$ cat config.mk
export PLATFORM = sky130hd
export DESIGN_NAME = fws_ctrl
export DESIGN_NICKNAME = d
export VERILOG_FILES = /design/src/fws_pkg.sv /design/src/fws_ctrl.sv
export SDC_FILE = /design/constraint.sdc
export NUM_CORES = 1
export LEC_CHECK = 0
export BUFFER_PORTS_ARGS = -buffer_cell sky130_fd_sc_hd__clkbuf_2
export CORE_MARGIN = 2
export CORE_UTILIZATION = 55
export CTS_BUF_LIST = sky130_fd_sc_hd__clkbuf_8 sky130_fd_sc_hd__clkbuf_16
export DETAILED_ROUTE_END_ITERATION = 6
export GPL_TIMING_DRIVEN = 0
export PLACE_DENSITY = 0.84
export SLEW_MARGIN = 10
export SYNTH_ARGS = -nofsm -noshare
export SYNTH_HDL_FRONTEND = slang
export SYNTH_SLANG_ARGS = --single-unit
$ cat constraint.sdc
create_clock -name i_mclk -period 5.5 [get_ports i_mclk]
set_input_delay 0.825 -clock i_mclk [delete_from_list [all_inputs] [get_ports i_mclk]]
set_output_delay 0.825 -clock i_mclk [all_outputs]
set_load 0.1 [all_outputs]
$ cat src/fws_pkg.sv
package fws_pkg;

    // ******************************************
    // Register map of the controller (AXI4-Lite)
    // ******************************************
    localparam logic [7:0] CMD_OFS    = 8'h00;
    localparam logic [7:0] ADDR_OFS   = 8'h04;
    localparam logic [7:0] DATA_OFS   = 8'h08;
    localparam logic [7:0] STATUS_OFS = 8'h0C;
    localparam logic [7:0] RDATA_OFS  = 8'h10;

    // ******************************************
    // Command codes written to CMD
    // ******************************************
    localparam logic [3:0] OP_READ     = 4'h1;
    localparam logic [3:0] OP_RESET    = 4'h2;
    localparam logic [3:0] OP_PROGRAM  = 4'h3;
    localparam logic [3:0] OP_SECERASE = 4'h4;
    localparam logic [3:0] OP_CHIPERASE = 4'h5;
    localparam logic [3:0] OP_SUSPEND  = 4'h6;
    localparam logic [3:0] OP_RESUME   = 4'h7;
    localparam logic [3:0] OP_AUTOSEL  = 4'h8;
    localparam logic [3:0] OP_BYP_ENTER = 4'h9;
    localparam logic [3:0] OP_BYP_PROG = 4'hA;
    localparam logic [3:0] OP_BYP_EXIT = 4'hB;

    // ******************************************
    // Flash bus timing in cycles, status and address widths
    // ******************************************
    localparam logic [3:0] SETUP_CYC  = 4'h2;
    localparam logic [3:0] PULSE_CYC  = 4'h4;
    localparam logic [3:0] HOLD_CYC   = 4'h2;
    localparam logic [3:0] ACCESS_CYC = 4'h6;
    localparam logic [3:0] STATUS_BITS = 4'h8;
    localparam int         ADDR_W     = 20;

    localparam int STATUS_DONE_BIT  = 0;
    localparam int STATUS_FAIL_BIT  = 1;
    localparam int STATUS_BUSY_BIT  = 2;

    typedef struct packed {
        logic [19:0] addr;
        logic [15:0] data;
        logic        write;
        logic        last;
        logic        poll;
    } fws_cycle_type;

endpackage : fws_pkg
$ cat src/fws_ctrl.sv
// Design decisions made here: the register offsets and the AXI4-Lite interface to the registers.
`timescale 1ns/10ps
// Contract
// Hold address before write strobe fall, data past its rise.
// All command cycles are writes except array read and autoselect read.
// Upper data byte and high address bits in command cycles are don't care.
// Address bits 19..12 pick the sector for erase and protect verify.
// Reset command returns autoselect or timed-out bank to reading.
// Autoselect read uses bank address; upper byte of result undefined.
// Factory lock query yields 80h locked, 00h unlocked.
// Protect verify yields 01h protected, 00h unprotected.
// Enter bypass before bypass program; exit with bypass reset.
// Erase suspend only during sector erase, with bank address. CMD is ignored while busy, so suspend is only sent when idle.
// Program status bit 7 is complement until done; poll program address.
// Protected program shows polling about 1 us, then array read.
// Erase drives bit 7 low; poll inside an erased sector.
// All-protected erase shows busy about 100 us, then array read.
// Partly protected erase skips protected sectors; their status unreliable.
// Bit 7 may settle first; reread for valid data on all bits.
// Ready/busy pin low while program or erase runs.
// Bit 6 inverts on each read while algorithm runs.
// Bit 6 stops in suspend, resumes for suspend programming.
// Protected program toggles bit 6 about 1 us.
// Bit 2 toggles only inside sectors selected for erase.
// Status valid from rising write strobe of last command cycle.
// Bit 5 high means the operation exceeded its limit and failed.
// Status reads must address the busy bank.
module fws_ctrl
    import fws_pkg::*;
(
    input  wire logic        i_mclk,         // 250 MHz clock
    input  wire logic        i_resetn,       // Async reset, active low
    input  wire logic [7:0]  i_awaddr,       // AXI write address
    input  wire logic        i_awvalid,      // AXI write address valid
    output logic             o_awready,      // AXI write address ready
    input  wire logic [31:0] i_wdata,        // AXI write data
    input  wire logic [3:0]  i_wstrb,        // AXI write strobes
    input  wire logic        i_wvalid,       // AXI write data valid
    output logic             o_wready,       // AXI write data ready
    output logic [1:0]       o_bresp,        // AXI write response
    output logic             o_bvalid,       // AXI write response valid
    input  wire logic        i_bready,       // AXI write response ready
    input  wire logic [7:0]  i_araddr,       // AXI read address
    input  wire logic        i_arvalid,      // AXI read address valid
    output logic             o_arready,      // AXI read address ready
    output logic [31:0]      o_rdata,        // AXI read data
    output logic [1:0]       o_rresp,        // AXI read response
    output logic             o_rvalid,       // AXI read data valid
    input  wire logic        i_rready,       // AXI read data ready
    output logic [19:0]      o_flash_addr,   // Flash address
    output logic [15:0]      o_dq_out,       // Flash data out
    output logic             o_dq_oe_n,      // Data drive enable, low=drive
    input  wire logic [15:0] i_dq_in,        // Flash data in
    output logic             o_ce_n,         // Flash chip select
    output logic             o_we_n,         // Flash write strobe
    output logic             o_oe_n,         // Flash output enable
    input  wire logic        i_ready_busy_n  // Ready/busy pin level
);

    // ******************************************
    // Reset synchroniser
    // ******************************************
    logic rst_meta;
    logic rst_n;
    always_ff @(posedge i_mclk or negedge i_resetn) begin
        if (!i_resetn) begin
            rst_meta <= 1'b0;
            rst_n    <= 1'b0;
        end else begin
            rst_meta <= 1'b1;
            rst_n    <= rst_meta;
        end
    end

    // ******************************************
    // Command sequence table
    // ******************************************
    function automatic fws_cycle_type seq_cycle(input logic [3:0] op,
            input logic [2:0] idx, input logic [19:0] a,
            input logic [15:0] d);
        fws_cycle_type c;
        logic [19:0] bank;
        c = '{addr: 20'h0_0555, data: 16'h0000, write: 1'b1,
              last: 1'b0, poll: 1'b0};
        bank = {a[19:12], 12'h000};
        if (idx == 3'd1) begin
            c.addr = 20'h0_02AA;
            c.data = 16'h0055;
        end else if (idx == 3'd0) begin
            c.data = 16'h00AA;
        end
        case (op)
            OP_READ: begin
                c = '{addr: a, data: 16'h0000, write: 1'b0,
                      last: 1'b1, poll: 1'b0};
            end
            OP_RESET: begin
                c = '{addr: 20'h0_0000, data: 16'h00F0, write: 1'b1,
                      last: 1'b1, poll: 1'b0};
            end
            OP_SUSPEND, OP_RESUME: begin
                c.addr = bank;
                c.data = (op == OP_SUSPEND) ? 16'h00B0 : 16'h0030;
                c.last = 1'b1;
            end
            OP_AUTOSEL: begin
                if (idx == 3'd2) begin
                    c.addr = bank | 20'h0_0555;
                    c.data = 16'h0090;
                end else if (idx == 3'd3) begin
                    c.addr = a;
                    c.write = 1'b0;
                    c.last = 1'b1;
                end
            end
            OP_BYP_ENTER: begin
                if (idx == 3'd2) begin
                    c.data = 16'h0020;
                    c.last = 1'b1;
                end
            end
            OP_PROGRAM: begin
                if (idx == 3'd2) begin
                    c.data = 16'h00A0;
                end else if (idx == 3'd3) begin
                    c = '{addr: a, data: d, write: 1'b1,
                          last: 1'b1, poll: 1'b1};
                end
            end
            OP_BYP_PROG: begin
                if (idx == 3'd0) begin
                    c.data = 16'h00A0;
                end else begin
                    c = '{addr: a, data: d, write: 1'b1,
                          last: 1'b1, poll: 1'b1};
                end
            end
            OP_BYP_EXIT: begin
                c.addr = (idx == 3'd0) ? bank : 20'h0_0000;
                c.data = (idx == 3'd0) ? 16'h0090 : 16'h0000;
                c.last = (idx == 3'd1);
            end
            default: begin
                if (idx == 3'd2) begin
                    c.data = 16'h0080;
                end else if (idx == 3'd5) begin
                    c.addr = (op == OP_SECERASE) ? bank : 20'h0_0555;
                    c.data = (op == OP_SECERASE) ? 16'h0030 : 16'h0010;
                    c.last = 1'b1;
                    c.poll = 1'b1;
                end else if (idx == 3'd3) begin
                    c.data = 16'h00AA;
                    c.addr = 20'h0_0555;
                end else if (idx == 3'd4) begin
                    c.addr = 20'h0_02AA;
                    c.data = 16'h0055;
                end
            end
        endcase
        return c;
    endfunction : seq_cycle

    // ******************************************
    // Software registers
    // ******************************************
    logic [3:0]  cmd_op;
    logic [19:0] cmd_addr;
    logic [15:0] cmd_data;
    logic        start;
    logic        busy;
    logic        done;
    logic        fail;
    logic [15:0] rd_value;
    logic        aw_got;
    logic        w_got;
    logic [7:0]  aw_addr;
    logic [31:0] w_data;

    assign o_awready = !aw_got && !o_bvalid;
    assign o_wready  = !w_got && !o_bvalid;
    assign o_bresp   = 2'b00;
    assign o_rresp   = 2'b00;
    assign o_arready = !o_rvalid;

    always_ff @(posedge i_mclk or negedge rst_n) begin
        if (!rst_n) begin
            aw_got   <= 1'b0;
            w_got    <= 1'b0;
            aw_addr  <= 8'h00;
            w_data   <= 32'h0000_0000;
            o_bvalid <= 1'b0;
            cmd_op   <= 4'h0;
            cmd_addr <= 20'h0_0000;
            cmd_data <= 16'h0000;
            start    <= 1'b0;
        end else begin
            start <= 1'b0;
            if (i_awvalid && o_awready) begin
                aw_got  <= 1'b1;
                aw_addr <= i_awaddr;
            end
            if (i_wvalid && o_wready) begin
                w_got  <= 1'b1;
                w_data <= i_wdata;
            end
            if (aw_got && w_got) begin
                aw_got   <= 1'b0;
                w_got    <= 1'b0;
                o_bvalid <= 1'b1;
                if (aw_addr == ADDR_OFS) begin
                    cmd_addr <= w_data[19:0];
                end else if (aw_addr == DATA_OFS) begin
                    cmd_data <= w_data[15:0];
                end else if (aw_addr == CMD_OFS && !busy) begin
                    cmd_op <= w_data[3:0];
                    start  <= 1'b1;
                end
            end
            if (o_bvalid && i_bready) begin
                o_bvalid <= 1'b0;
            end
        end
    end

    always_ff @(posedge i_mclk or negedge rst_n) begin
        if (!rst_n) begin
            o_rvalid <= 1'b0;
            o_rdata  <= 32'h0000_0000;
        end else begin
            if (i_arvalid && o_arready) begin
                o_rvalid <= 1'b1;
                if (i_araddr == STATUS_OFS) begin
                    o_rdata <= {28'h000_0000, !i_ready_busy_n,
                                busy, fail, done};
                end else if (i_araddr == RDATA_OFS) begin
                    o_rdata <= {16'h0000, rd_value};
                end else if (i_araddr == ADDR_OFS) begin
                    o_rdata <= {12'h000, cmd_addr};
                end else if (i_araddr == DATA_OFS) begin
                    o_rdata <= {16'h0000, cmd_data};
                end else begin
                    o_rdata <= 32'h0000_0000;
                end
            end else if (o_rvalid && i_rready) begin
                o_rvalid <= 1'b0;
            end
        end
    end

    // ******************************************
    // Flash bus sequencer
    // ******************************************
    typedef enum logic [2:0] {
        ST_IDLE, ST_SETUP, ST_PULSE, ST_HOLD, ST_POLL_A, ST_POLL_B
    } fws_state_type;

    fws_state_type state;
    fws_cycle_type cur;
    logic [2:0]    idx;
    logic [3:0]    tmr;
    logic [7:0]    poll_prev;
    logic          poll_first;
    logic          poll_last;
    logic          dq5_seen;

    assign cur = seq_cycle(cmd_op, idx, cmd_addr, cmd_data);
    assign busy = (state != ST_IDLE);

    always_ff @(posedge i_mclk or negedge rst_n) begin
        if (!rst_n) begin
            state        <= ST_IDLE;
            idx          <= 3'd0;
            tmr          <= 4'h0;
            o_ce_n       <= 1'b1;
            o_we_n       <= 1'b1;
            o_oe_n       <= 1'b1;
            o_dq_oe_n    <= 1'b1;
            o_dq_out     <= 16'h0000;
            o_flash_addr <= 20'h0_0000;
            rd_value     <= 16'h0000;
            poll_prev    <= 8'h00;
            poll_first   <= 1'b0;
            poll_last    <= 1'b0;
            dq5_seen     <= 1'b0;
            done         <= 1'b0;
            fail         <= 1'b0;
        end else begin
            case (state)
                ST_IDLE: begin
                    if (start) begin
                        idx   <= 3'd0;
                        tmr   <= SETUP_CYC;
                        done  <= 1'b0;
                        fail  <= 1'b0;
                        state <= ST_SETUP;
                    end
                end
                ST_SETUP: begin
                    // Address settles before write strobe or output enable falls; chip select falls with it
                    o_flash_addr <= cur.addr;
                    o_dq_out     <= cur.data;
                    o_dq_oe_n    <= !cur.write;
                    o_ce_n       <= 1'b0;
                    if (tmr == 4'h0) begin
                        o_we_n <= !cur.write;
                        o_oe_n <= cur.write;
                        tmr    <= cur.write ? PULSE_CYC : ACCESS_CYC;
                        state  <= ST_PULSE;
                    end else begin
                        tmr <= tmr - 4'h1;
                    end
                end
                ST_PULSE: begin
                    if (tmr == 4'h0) begin
                        // Strobe rises while data is still driven
                        o_we_n <= 1'b1;
                        o_oe_n <= 1'b1;
                        if (!cur.write) begin
                            rd_value <= i_dq_in;
                        end
                        tmr   <= HOLD_CYC;
                        state <= ST_HOLD;
                    end else begin
                        tmr <= tmr - 4'h1;
                    end
                end
                ST_HOLD: begin
                    if (tmr == 4'h0) begin
                        o_ce_n    <= 1'b1;
                        o_dq_oe_n <= 1'b1;
                        if (!cur.last) begin
                            idx   <= idx + 3'd1;
                            tmr   <= SETUP_CYC;
                            state <= ST_SETUP;
                        end else if (cur.poll) begin
                            // Status valid after last write rise
                            o_flash_addr <= cur.addr;
                            poll_first <= 1'b1;
                            poll_last  <= 1'b0;
                            dq5_seen   <= 1'b0;
                            tmr   <= SETUP_CYC;
                            state <= ST_POLL_A;
                        end else begin
                            done  <= 1'b1;
                            state <= ST_IDLE;
                        end
                    end else begin
                        tmr <= tmr - 4'h1;
                    end
                end
                ST_POLL_A: begin
                    // Toggle poll read: bit 6 compared across reads
                    o_ce_n <= 1'b0;
                    if (tmr == 4'h0) begin
                        o_oe_n <= 1'b0;
                        tmr    <= ACCESS_CYC;
                        state  <= ST_POLL_B;
                    end else begin
                        tmr <= tmr - 4'h1;
                    end
                end
                ST_POLL_B: begin
                    if (tmr == 4'h0) begin
                        o_oe_n     <= 1'b1;
                        o_ce_n     <= 1'b1;
                        poll_prev  <= i_dq_in[7:0];
                        poll_first <= 1'b0;
                        tmr        <= SETUP_CYC;
                        state      <= ST_POLL_A;
                        if (poll_last) begin
                            // Read after toggling stopped: all bits valid
                            rd_value <= i_dq_in;
                            done     <= 1'b1;
                            state    <= ST_IDLE;
                        end else if (!poll_first) begin
                            if (i_dq_in[6] == poll_prev[6]) begin
                                poll_last <= 1'b1;
                            end else if (dq5_seen) begin
                                // Still toggling after limit flag
                                fail  <= 1'b1;
                                done  <= 1'b1;
                                state <= ST_IDLE;
                            end else if (i_dq_in[5]) begin
                                // Limit flag: recheck on a fresh pair
                                dq5_seen   <= 1'b1;
                                poll_first <= 1'b1;
                            end
                        end
                    end else begin
                        tmr <= tmr - 4'h1;
                    end
                end
                default: begin
                    state <= ST_IDLE;
                end
            endcase
        end
    end

    // ******************************************
    // Checks
    // ******************************************
    strobe_excl_a: assert property (@(posedge i_mclk) disable iff (!rst_n)
        !(!o_we_n && !o_oe_n)) else $error("both strobes low");
    we_ce_a: assert property (@(posedge i_mclk) disable iff (!rst_n)
        !o_we_n |-> !o_ce_n) else $error("write without select");
    data_hold_a: assert property (@(posedge i_mclk) disable iff (!rst_n)
        $rose(o_we_n) |-> !o_dq_oe_n && $stable(o_dq_out))
        else $error("data moved at write rise");
    addr_stable_a: assert property (@(posedge i_mclk) disable iff (!rst_n)
        !o_we_n && !$past(o_we_n) |-> $stable(o_flash_addr))
        else $error("address moved in pulse");
    read_nodrive_a: assert property (@(posedge i_mclk) disable iff (!rst_n)
        !o_oe_n |-> o_dq_oe_n) else $error("bus fight on read");
    fail_done_a: assert property (@(posedge i_mclk) disable iff (!rst_n)
        fail |-> done) else $error("fail without done");
    poll_after_a: assert property (@(posedge i_mclk) disable iff (!rst_n)
        state == ST_POLL_A |-> o_we_n) else $error("write in poll");
    bvalid_hold_a: assert property (@(posedge i_mclk) disable iff (!rst_n)
        o_bvalid && !i_bready |=> o_bvalid) else $error("bvalid dropped");

    write_cov: cover property (@(posedge i_mclk) $fell(o_we_n));
    poll_cov: cover property (@(posedge i_mclk) state == ST_POLL_B);
    fail_cov: cover property (@(posedge i_mclk) $rose(fail));

endmodule : fws_ctrl

==> results.md, run 1 <==
- Clk slew on worst S/H paths: 0.06 ns
- Period utilisation layout: 49.47%
- Cell Pwr Density: 354.9 nW/µm²
- Top_reg_cell synth: dfrtp_1
- Area of the core: 13990 µm²
- Final core utilization: 67.50%
- CP cell instances: inv_1, ha_1, clkbuf_1, or3b_1, a21oi_1, o22ai_1, a221oi_2, a21oi_1
- Synth Area per Inst: 10.68 µm²
- WL/cell: 20.66 µm
- Share of layout cells above drive strength 1: 31.88%
- Async SR Flop Fraction: 100.0%
- Status: complete, no violations
- Die width: 124.2 µm
- Commonest cells after routing, fill and taps aside: dfrtp_1, clkbuf_2, nand2_1, mux2_2, nor2_1
- Global placement routability congestion: 0.9448
- Yosys Warn Count: 0
- Num CTS Buffers: 17
- Max incr delay on CP: 0.54 ns
- Crit Path Max Fanout: 10
- DRT Pass-1 Iters: 5
- Global-route wire length before repair: 35.78 mm
- Maximum VDD drop: 0.3760 mV
- CP Launch Type: flip-flop
- H-tree levels: 4
- Final hold violations: 0
- Port buffer count: 124
- Seq/Total Area, Yosys: 52.64%
- Lkg Pwr: 4.591 nW
- Area Overhead vs Synth: 18.81%
- CTS Hold Bufs: 0
- Post-CTS sizing: 0
- Final WL: 22.67 mm
- Most common cell after layout, fill and taps aside: dfrtp_1
- I/O Pins: 157
- Post-synth top area share: 51.32%
- Post-synth top area cell: dfrtp_1
- Initial antenna violation count: 2
- Total power: 3.351 mW
- Vert. Die Dim: 124.2 µm
- Rows: 43
- Detail Route Antenna Nets: 0
- Cells after synthesis: 744
- Grt ovf: 0
- RSZ-0062 raised after global routing: no
- Synth Area in Compound Gates: 15.26%
- Clk Latency, worst-skew pair: 0.43 ns
- CTS max path bufs: 2
- Clock sinks: 167
- Flops & latches, synth: 167
- Worst Path Required: 5.77 ns
- Synth top area cells: dfrtp_1, mux2_2, nand2_1
- Setup CP Type: reg2reg
- Dpl hpwl: 15.91 mm
- Slew HR: 33.08%
- Worst Skew: 0.009344 ns
- NumNets Final: 986
- EDFF count, synth: 0
- Pin count of the biggest net entering global routing: 68
- Vias in the first global route: 6548
- DIE AREA: 15430 µm²
- Distinct cells, synth: 72
- Fillers: 1054
- Tightest Pin Transition: 0.9946 ns
- Worst Path Arrival: 2.99 ns
- Mux share of post-synthesis cell area: 12.77%
- CP max stage cell: a221oi_2
- Final setup violating endpoints: 0
- CTS tree: yes
- Non-filler instance count after layout: 1097
- Placed Instances: 1065
- Root Buffer: clkbuf_16
- GR Util All Layers: 29.62%
- Post-Synth XOR/XNOR Area: 0.2204%
- Achievable frequency: 367.6 MHz
- Vias: 6708
- Number of vias per cell: 6.115
- Postcts setup bufs: 0
- Crit path time final: 2.721 ns
- Max cap viols: 0
- 1st-iter DRT viols: 817
- Slew Viols, Final: 0
- DR DRC count: 0
- Cell mode on critical path: a21oi_1
- Crit. End Element: flip-flop
- Hold Path Class: in2async
- Adder-cell share of the synthesized area: 0.9446%
- Mapped Area: 7948 µm²
- Initial Util: 56.82%
- Largest family of logic cells by synthesized area: compound AO/OA/AOI/OAI gates
- Post-Synth Simple-Gate Area: 13.07%
## worst paths after layout
path	start	endpoint	slack, ns	cells after the start
min in group i_mclk	rst_meta$_DFF_PN0_	rst_n$_DFF_PN0_	0.35	0
min reg2reg	rst_n$_DFF_PN0_	w_data[16]$_DFFE_PN0P_	0.31	0
max	idx[0]$_DFFE_PN0P_	o_flash_addr[6]$_DFFE_PN0P_	2.78	8
min	i_resetn	rst_meta$_DFF_PN0_	0.17	1
max reg2reg	idx[0]$_DFFE_PN0P_	o_flash_addr[6]$_DFFE_PN0P_	2.78	8
max in group asynchronous	rst_n$_DFF_PN0_	o_we_n$_DFFE_PN1P_	4.44	1
## cell type report
class	instances	area [µm²]	share of cell area [%]
flip-flops and latches	167	4188	44.35
multi-input cells	513	3422	36.24
repair buffers	126	675.6	7.155
clock buffers	19	452.9	4.797
plain buffers	61	330.3	3.498
well taps	180	225.2	2.385
clock inverters	12	78.83	0.8348
inverters	18	67.56	0.7155
diodes	1	2.502	0.02650
## power by group
part,internal (mW),switching (mW)
clock,0.596,0.490
sequential,1.42,0.169
combinational,0.228,0.448
total,2.24,1.11
## routing by layer
metal	track usage [%]	share of wire [%]	up-vias	routed length (µm)
li1	-	-	2958	-
met1	41.00	40	3276	9170
met2	45.81	47	399	10650
met3	5.723	8.7	73	1976
met4	13.09	3.8	2	860
met5	0	0.057	-	13
## synth_stat cells, drive strengths merged (4+ instances only)
library cell,number
o22ai,4
mux2,85
a22oi,10
clkbuf,26
nor2b,9
nor3,13
dfstp,4
o21ai,41
a221oi,5
a211o,5
nand2,79
o221ai,4
a31oi,14
nand3,19
buf,35
a21o,4
inv,18
nand2b,10
dfrtp,163
ha,6
a22o,9
a222oi,5
nor2,59
and2,5
a21oi,53
## registers in the layout, summed over array words and instances, names as in the netlist, 8 cells and up
name and cells:
w_data 20, rd_value 16, cmd_data 16, o_dq_out 16, cmd_addr 20, o_rdata 20, o_flash_addr 20, aw_addr 8
## kinds of logic after synthesis
kind of cell / after synthesis
adder cells (fa/ha/maj): 6
other: 2
AO/OA/AOI/OAI: 182
multiplexers: 87
flip-flops: 167
buffers and inverters: 79
AND/OR/NAND/NOR: 219
XOR/XNOR: 2
## through the flow
step | TNS, ns | hold slack, ns | setup WS [ns] | instance area, µm²
5_1_grt | 0 | 0.1583 | 2.592 | 9443
3_5_place_dp | 0 | 0.3175 | 2.691 | 8909
3_3_place_gp | -183.88 | 0.3344 | -1.153 | 8850
4_1_cts | 0 | 0.1607 | 2.861 | 9440
2_1_floorplan | 0 | 0.3312 | 0.5091 | 8004
6_report | 0 | 0.1655 | 2.779 | 9443
## worst max-delay path: cells and delay by family (launching register included)
family	cells	cell delay (ns)
buffers and inverters	2	0.36
and+or+nand+nor	1	0.41
adders and majority gates	1	0.23
AOI/OAI and AO/OA	4	1.15
DFF	1	0.40
(Power assumes the default switching activity.)
==> inputs of run 2 (changes only) <==
--- a/config.mk
+++ b/config.mk
@@ -5,13 +5,14 @@
 export SDC_FILE = /design/constraint.sdc
 export NUM_CORES = 1
 export LEC_CHECK = 0
+export ABC_AREA = 1
 export BUFFER_PORTS_ARGS = -buffer_cell sky130_fd_sc_hd__clkbuf_2
 export CORE_MARGIN = 2
-export CORE_UTILIZATION = 55
+export CORE_UTILIZATION = 50
 export CTS_BUF_LIST = sky130_fd_sc_hd__clkbuf_8 sky130_fd_sc_hd__clkbuf_16
 export DETAILED_ROUTE_END_ITERATION = 6
 export GPL_TIMING_DRIVEN = 0
-export PLACE_DENSITY = 0.84
+export PLACE_DENSITY = 0.8
 export SLEW_MARGIN = 10
 export SYNTH_ARGS = -nofsm -noshare
 export SYNTH_HDL_FRONTEND = slang
==> constraint.sdc (replaced) <==
create_clock -name i_mclk -period 2.5 [get_ports i_mclk]
set_input_delay 0.375 -clock i_mclk [delete_from_list [all_inputs] [get_ports i_mclk]]
set_output_delay 0.375 -clock i_mclk [all_outputs]
set_load 0.1 [all_outputs]
==> results.md, run 2 <==
- Top_reg_cell synth: dfrtp_1
- Area of the core: 16410 µm²
- Crit. End Element: flip-flop
- Flops & latches, synth: 167
- Tightest Pin Transition: 0.8084 ns
- HP Start: i_rready
- Most frequent cell after synthesis: nand2_1
- Most common cell after layout, fill and taps aside: nand2_1
- Root Buffer: clkbuf_16
- NumNets Final: 1301
- R2R depth: 14
- Worst Skew: 0.007129 ns
- Worst r2r src: idx[0]$_DFFE_PN0P_
- Commonest cells after routing, fill and taps aside: nand2_1, dfrtp_1, clkbuf_2, inv_1, o21ai_0
- Cell mode on critical path: nand2_1
- CP Launch Type: flip-flop
- WHS Endpoint: o_rvalid$_DFFE_PN0P_
- Max incr delay on CP: 0.41 ns
- Worst reg-to-reg setup slack: 0.22 ns
- Worst Path Required: 2.82 ns
- Clock sinks: 167
- Hold_ws: 0.1591 ns
- Clk slew on worst S/H paths: 0.06 ns
- Final core utilization: 60.66%
- Final setup violating endpoints: 0
- EDFF count, synth: 0
- Port buffer count: 124
- Cell Pwr Density: 741.3 nW/µm²
- DRT Pass-1 Iters: 5
- # diodes: 0
- Yosys Warn Count: 0
- Setup TNS: 0 ns
- Worst Path Arrival: 2.60 ns
- CTS tree: yes
- Post-route cell area: 9952 µm²
- DR DRC count: 0
- Vias: 7892
- H-tree levels: 4
- Die width: 132.9 µm
- Post-synth top area share: 49.09%
- Num CTS Buffers: 17
- Detail Route Antenna Nets: 0
- CP cell instances: inv_1, ha_2, nand2_2, nand2_1, inv_1, nand2_1, nand2_2, inv_4, nand3_2, nand2_4, inv_6, buf_6, nand2_1, nand2_1
- GR Util All Layers: 27.84%
- Maximum VDD drop: 0.9358 mV
- RSZ-0062 raised after global routing: no
- Rows: 47
- Hold path cells: 2
- DIE AREA: 17670 µm²
- Total power: 7.378 mW
- Initial antenna violation count: 0
- Period utilisation layout: 91.19%
- Distinct cells, synth: 42
- Mapped Area: 8309 µm²
- Max cap viols: 0
- Placed cell area: 9348 µm²
- Synth Area per Inst: 7.861 µm²
- Worst R2R End: o_flash_addr[4]$_DFFE_PN0P_
- Cells after synthesis: 1057
- 1st-iter DRT viols: 800
- Async SR Flop Fraction: 100.0%
- Setup CP Type: reg2reg
- Post-synth top area cell: dfrtp_1
- Final hold violations: 0
- Multi-input gate area: 3515 µm²
- Clk Latency, worst-skew pair: 0.43 ns
- Achievable frequency: 438.6 MHz
- Number of vias per cell: 5.443
- Slew Viols, Final: 0
- Initial Util: 50.64%
- I/O Pins: 157
- CP max stage cell: dfrtp_1
- Register Area: 4188 µm²
- Fillers: 1470
- Seq/Total Area, Yosys: 50.35%
- Pin count of the biggest net entering global routing: 65
- Top post-synthesis cells by count: nand2_1, dfrtp_1, inv_1
- Global-route wire length before repair: 38.38 mm
- Vias in the first global route: 7424
- WL/cell: 16.44 µm
- Lkg Pwr: 5.264 nW
- Vert. Die Dim: 132.9 µm
- Global placement routability congestion: 0.9416
- Final WL: 23.84 mm
- CTS max path bufs: 2
- Slew HR: 46.11%
- Crit Path Max Fanout: 10
- Area Overhead vs Synth: 19.77%
- Share of layout cells above drive strength 1: 18.78%
- Status: complete, no violations
- Hold Path Class: in2reg
- Dpl hpwl: 17.95 mm
- Crit path time final: 2.280 ns
- Grt ovf: 0
- Synth top area cells: dfrtp_1, nand2_1, o21ai_0
[run 2: cell count changes in the layout (fill, tap and decap cells not counted), sizes merged, moves of 16 or more]
cell   previous run  this run
mux2             85         8
nand3            19        80
nand2            79       329
nand4             3        19
inv              25       111
nor2             59        78
o21ai            41       104
[run 2: routing by layer]
metal	track usage (%)	vias to the layer above	routed length, µm
met5	0	-	0
met4	10.63	0	706
met3	7.050	53	2329
met2	43.03	427	10840
met1	37.99	3685	9965
li1	-	3727	-
[run 2: final cells by class]
cell class	instances	area share, %
Multi-Input combinational cell	745	35.32
Tap cell	220	2.766
Clock buffer	21	4.828
Inverter	110	4.224
Buffer	50	2.766
Sequential cell	167	42.08
Clock inverter	9	1.006
Timing Repair Buffer	128	7.015
[run 2: where the power goes]
group	leakage, nW	internal (mW)	switching (mW)
logic	2.93	0.369	1.01
clock network	0.292	1.56	1.03
registers	2.04	3.11	0.302
[run 2: repair_timing]
item	CTS	global route
endpoints found under the hold margin	2	0
hold buffers	1	0
gates resized for setup	1	7
cloned	0	0
setup buffers	0	0
endpoints found under the setup margin	1	22
[run 2: worst max-delay path by stage]
stage                         start                            to  slack (ns)  cells after the start
2_1_floorplan  o_rvalid$_DFFE_PN0P_        o_rdata[2]$_DFFE_PN0P_        0.07                      6
3_3_place_gp     idx[0]$_DFFE_PN0P_  o_flash_addr[19]$_DFFE_PN0P_        0.07                     11
3_5_place_dp     idx[0]$_DFFE_PN0P_  o_flash_addr[19]$_DFFE_PN0P_        0.05                     11
4_1_cts          idx[0]$_DFFE_PN0P_   o_flash_addr[6]$_DFFE_PN0P_        0.11                     14
5_1_grt          idx[0]$_DFFE_PN0P_   o_flash_addr[4]$_DFFE_PN0P_        0.04                     14
6_report         idx[0]$_DFFE_PN0P_   o_flash_addr[4]$_DFFE_PN0P_        0.22                     14
[run 2: per-stage QoR]
| step | std cells | worst slack (ns) |
|---|---|---|
| 6_report | 1450 | 0.2203 |
| 5_1_grt | 1450 | 0.03927 |
| 4_1_cts | 1450 | 0.1065 |
| 3_5_place_dp | 1419 | 0.05127 |
| 3_3_place_gp | 1416 | 0.06571 |
| 2_1_floorplan | 1072 | 0.07346 |
[run 2: critical path, delay by kind of cell, from the launching register on]
kind	cells	cell delay [ns]
flip-flops	1	0.41
adder cells (fa/ha/maj)	1	0.25
AND/OR/NAND/NOR	8	0.96
buffers and inverters	5	0.55
[run 2: logic make-up (layout without fill, tap and decap cells)]
family | after synthesis | after routing | synth area share (%)
AO/OA/AOI/OAI | 194 | 194 | 12.65
multiplexers | 8 | 8 | 1.084
AND/OR/NAND/NOR | 517 | 517 | 26.29
flip-flops | 167 | 167 | 50.35
other | 2 | 17 | 0.09038
adder cells (fa/ha/maj) | 6 | 6 | 0.9035
buffers and inverters | 160 | 318 | 8.312
XOR/XNOR | 3 | 3 | 0.3163
==> inputs of run 3 (changes only) <==
==> constraint.sdc (replaced) <==
create_clock -name i_mclk -period 2.5 [get_ports i_mclk]
set_input_delay 0.5 -clock i_mclk [delete_from_list [all_inputs] [get_ports i_mclk]]
set_output_delay 0.5 -clock i_mclk [all_outputs]
set_load 0.05 [all_outputs]
==> results.md, run 3 (synthesized netlist as in run 2, its figures left out) <==
- Most common cell after layout, fill and taps aside: nand2_1
- Global placement routability congestion: 0.9245
- Final setup violating endpoints: 0
- RSZ-0062 raised after global routing: no
- Vias in the first global route: 7365
- NumNets Final: 1300
- Final WL: 23.85 mm
- Setup CP Type: reg2reg
- CTS max path bufs: 2
- Rows: 47
- Cell Pwr Density: 731.2 nW/µm²
- Dpl hpwl: 18.02 mm
- DRT Pass-1 Iters: 7
- Root Buffer: clkbuf_16
- Vias: 7769
- Number of vias per cell: 5.354
- Crit path time final: 2.363 ns
- 1st-iter DRT viols: 707
- Slew HR: 53.28%
- CTS tree: yes
- Setup TNS: 0 ns
- Maximum VDD drop: 0.8579 mV
- Pre-CTS setup slack: 0.02063 ns
- Tightest Pin Transition: 0.7008 ns
- Grt ovf: 0
- Area Overhead vs Synth: 19.77%
- CP Launch Type: flip-flop
- DR DRC count: 0
- DIE AREA: 17670 µm²
- Clk Latency, worst-skew pair: 0.43 ns
- Status: complete, no violations
- Clock sinks: 167
- Share of layout cells above drive strength 1: 18.44%
- Global-route wire length before repair: 38.56 mm
- WL/cell: 16.43 µm
- Clk slew on worst S/H paths: 0.07 ns
- Initial antenna violation count: 0
- Worst Skew: 0.01035 ns
- Area of the core: 16410 µm²
- Vert. Die Dim: 132.9 µm
- Final worst slack: 0.1366 ns
- Slew Viols, Final: 0
- Detail Route Antenna Nets: 0
- Worst Path Arrival: 2.66 ns
- Initial Util: 50.64%
- Crit. End Element: flip-flop
- Num CTS Buffers: 17
- Die width: 132.9 µm
- Crit Path Max Fanout: 10
- Port buffer count: 124
- Final hold violations: 0
- GR Util All Layers: 28.11%
- Lkg Pwr: 5.287 nW
- # diodes: 0
- H-tree levels: 4
- I/O Pins: 157
- Worst Path Required: 2.79 ns
- Hold Path Class: in2reg
- Commonest cells after routing, fill and taps aside: nand2_1, dfrtp_1, clkbuf_2, inv_1, o21ai_0
- Period utilisation layout: 94.54%
- Max cap viols: 0
- Achievable frequency: 423.1 MHz
- Pin count of the biggest net entering global routing: 66
[run 3: what timing repair did]
item | in CTS | in global routing
setup buffers | 0 | 0
resized for setup | 1 | 6
setup endpoints to repair | 1 | 22
endpoints found under the hold margin | 2 | 0
hold buffers | 1 | 0
[run 3: layer usage]
metal	wire length [µm]	share of wire, %	vias up	GRT usage (%)
met5	0	0	-	0
met4	603	2.5	0	10.16
met3	1844	7.7	39	6.820
met2	11120	47	340	44.27
met1	10280	43	3661	38.06
li1	-	-	3729	-
[run 3: area by class of cell]
type / count / area, µm²
tap: 220 / 275.3
clock inverter: 13 / 153.9
buffer: 50 / 275.3
timing repair buffer: 127 / 685.7
inverter: 110 / 419.2
clock buffer: 19 / 452.9
fill: 1468 / 6455
multi-input combinational: 745 / 3502
sequential: 167 / 4188
[run 3: power breakdown]
part | total, mW | leakage, nW | switching [mW] | internal, mW
combinational | 1.16 | 2.94 | 0.803 | 0.357
clock | 2.72 | 0.308 | 1.10 | 1.62
sequential | 3.40 | 2.04 | 0.290 | 3.11
total | 7.28 | 5.29 | 2.19 | 5.09
[run 3: worst paths after layout]
kind,slack (ns),from,cells after the start,endpoint
worst max-delay path,0.14,idx[0]$_DFFE_PN0P_,10,o_dq_out[6]$_DFFE_PN0P_
worst min-delay path,0.26,i_rready,2,o_rvalid$_DFFE_PN0P_
worst max register to register,0.14,idx[0]$_DFFE_PN0P_,10,o_dq_out[6]$_DFFE_PN0P_
worst min register to register,0.32,rst_n$_DFF_PN0_,0,aw_addr[4]$_DFFE_PN0P_
max in group asynchronous,1.13,rst_n$_DFF_PN0_,2,o_dq_out[3]$_DFFE_PN0P_
min in group asynchronous,0.32,rst_n$_DFF_PN0_,0,aw_addr[4]$_DFFE_PN0P_
[run 3: worst max-delay path, stage by stage, from the launching register on]
cell and delay (ns):
dfrtp_1 0.42, ha_1 0.22, ha_1 0.19, buf_2 0.20, inv_1 0.17, nand2_1 0.14
clkbuf_2 0.22, nand3_1 0.14, nand2_1 0.11, a211oi_1 0.29, a21boi_0 0.13
[run 3: stage by stage]
step / std cells / util (%) / area (µm²) / total power [mW] / hold slack, ns
2_1_floorplan: 1072 / - / 8369 / 4.154 / 0.2044
3_3_place_gp: 1416 / 56.47 / 9265 / 4.527 / 0.2857
3_5_place_dp: 1418 / 56.81 / 9320 / 4.579 / 0.2878
4_1_cts: 1451 / 60.60 / 9943 / 7.281 / 0.2548
5_1_grt: 1451 / 60.66 / 9952 / 7.603 / 0.2834
6_report: 1451 / 60.66 / 9952 / 7.277 / 0.2578
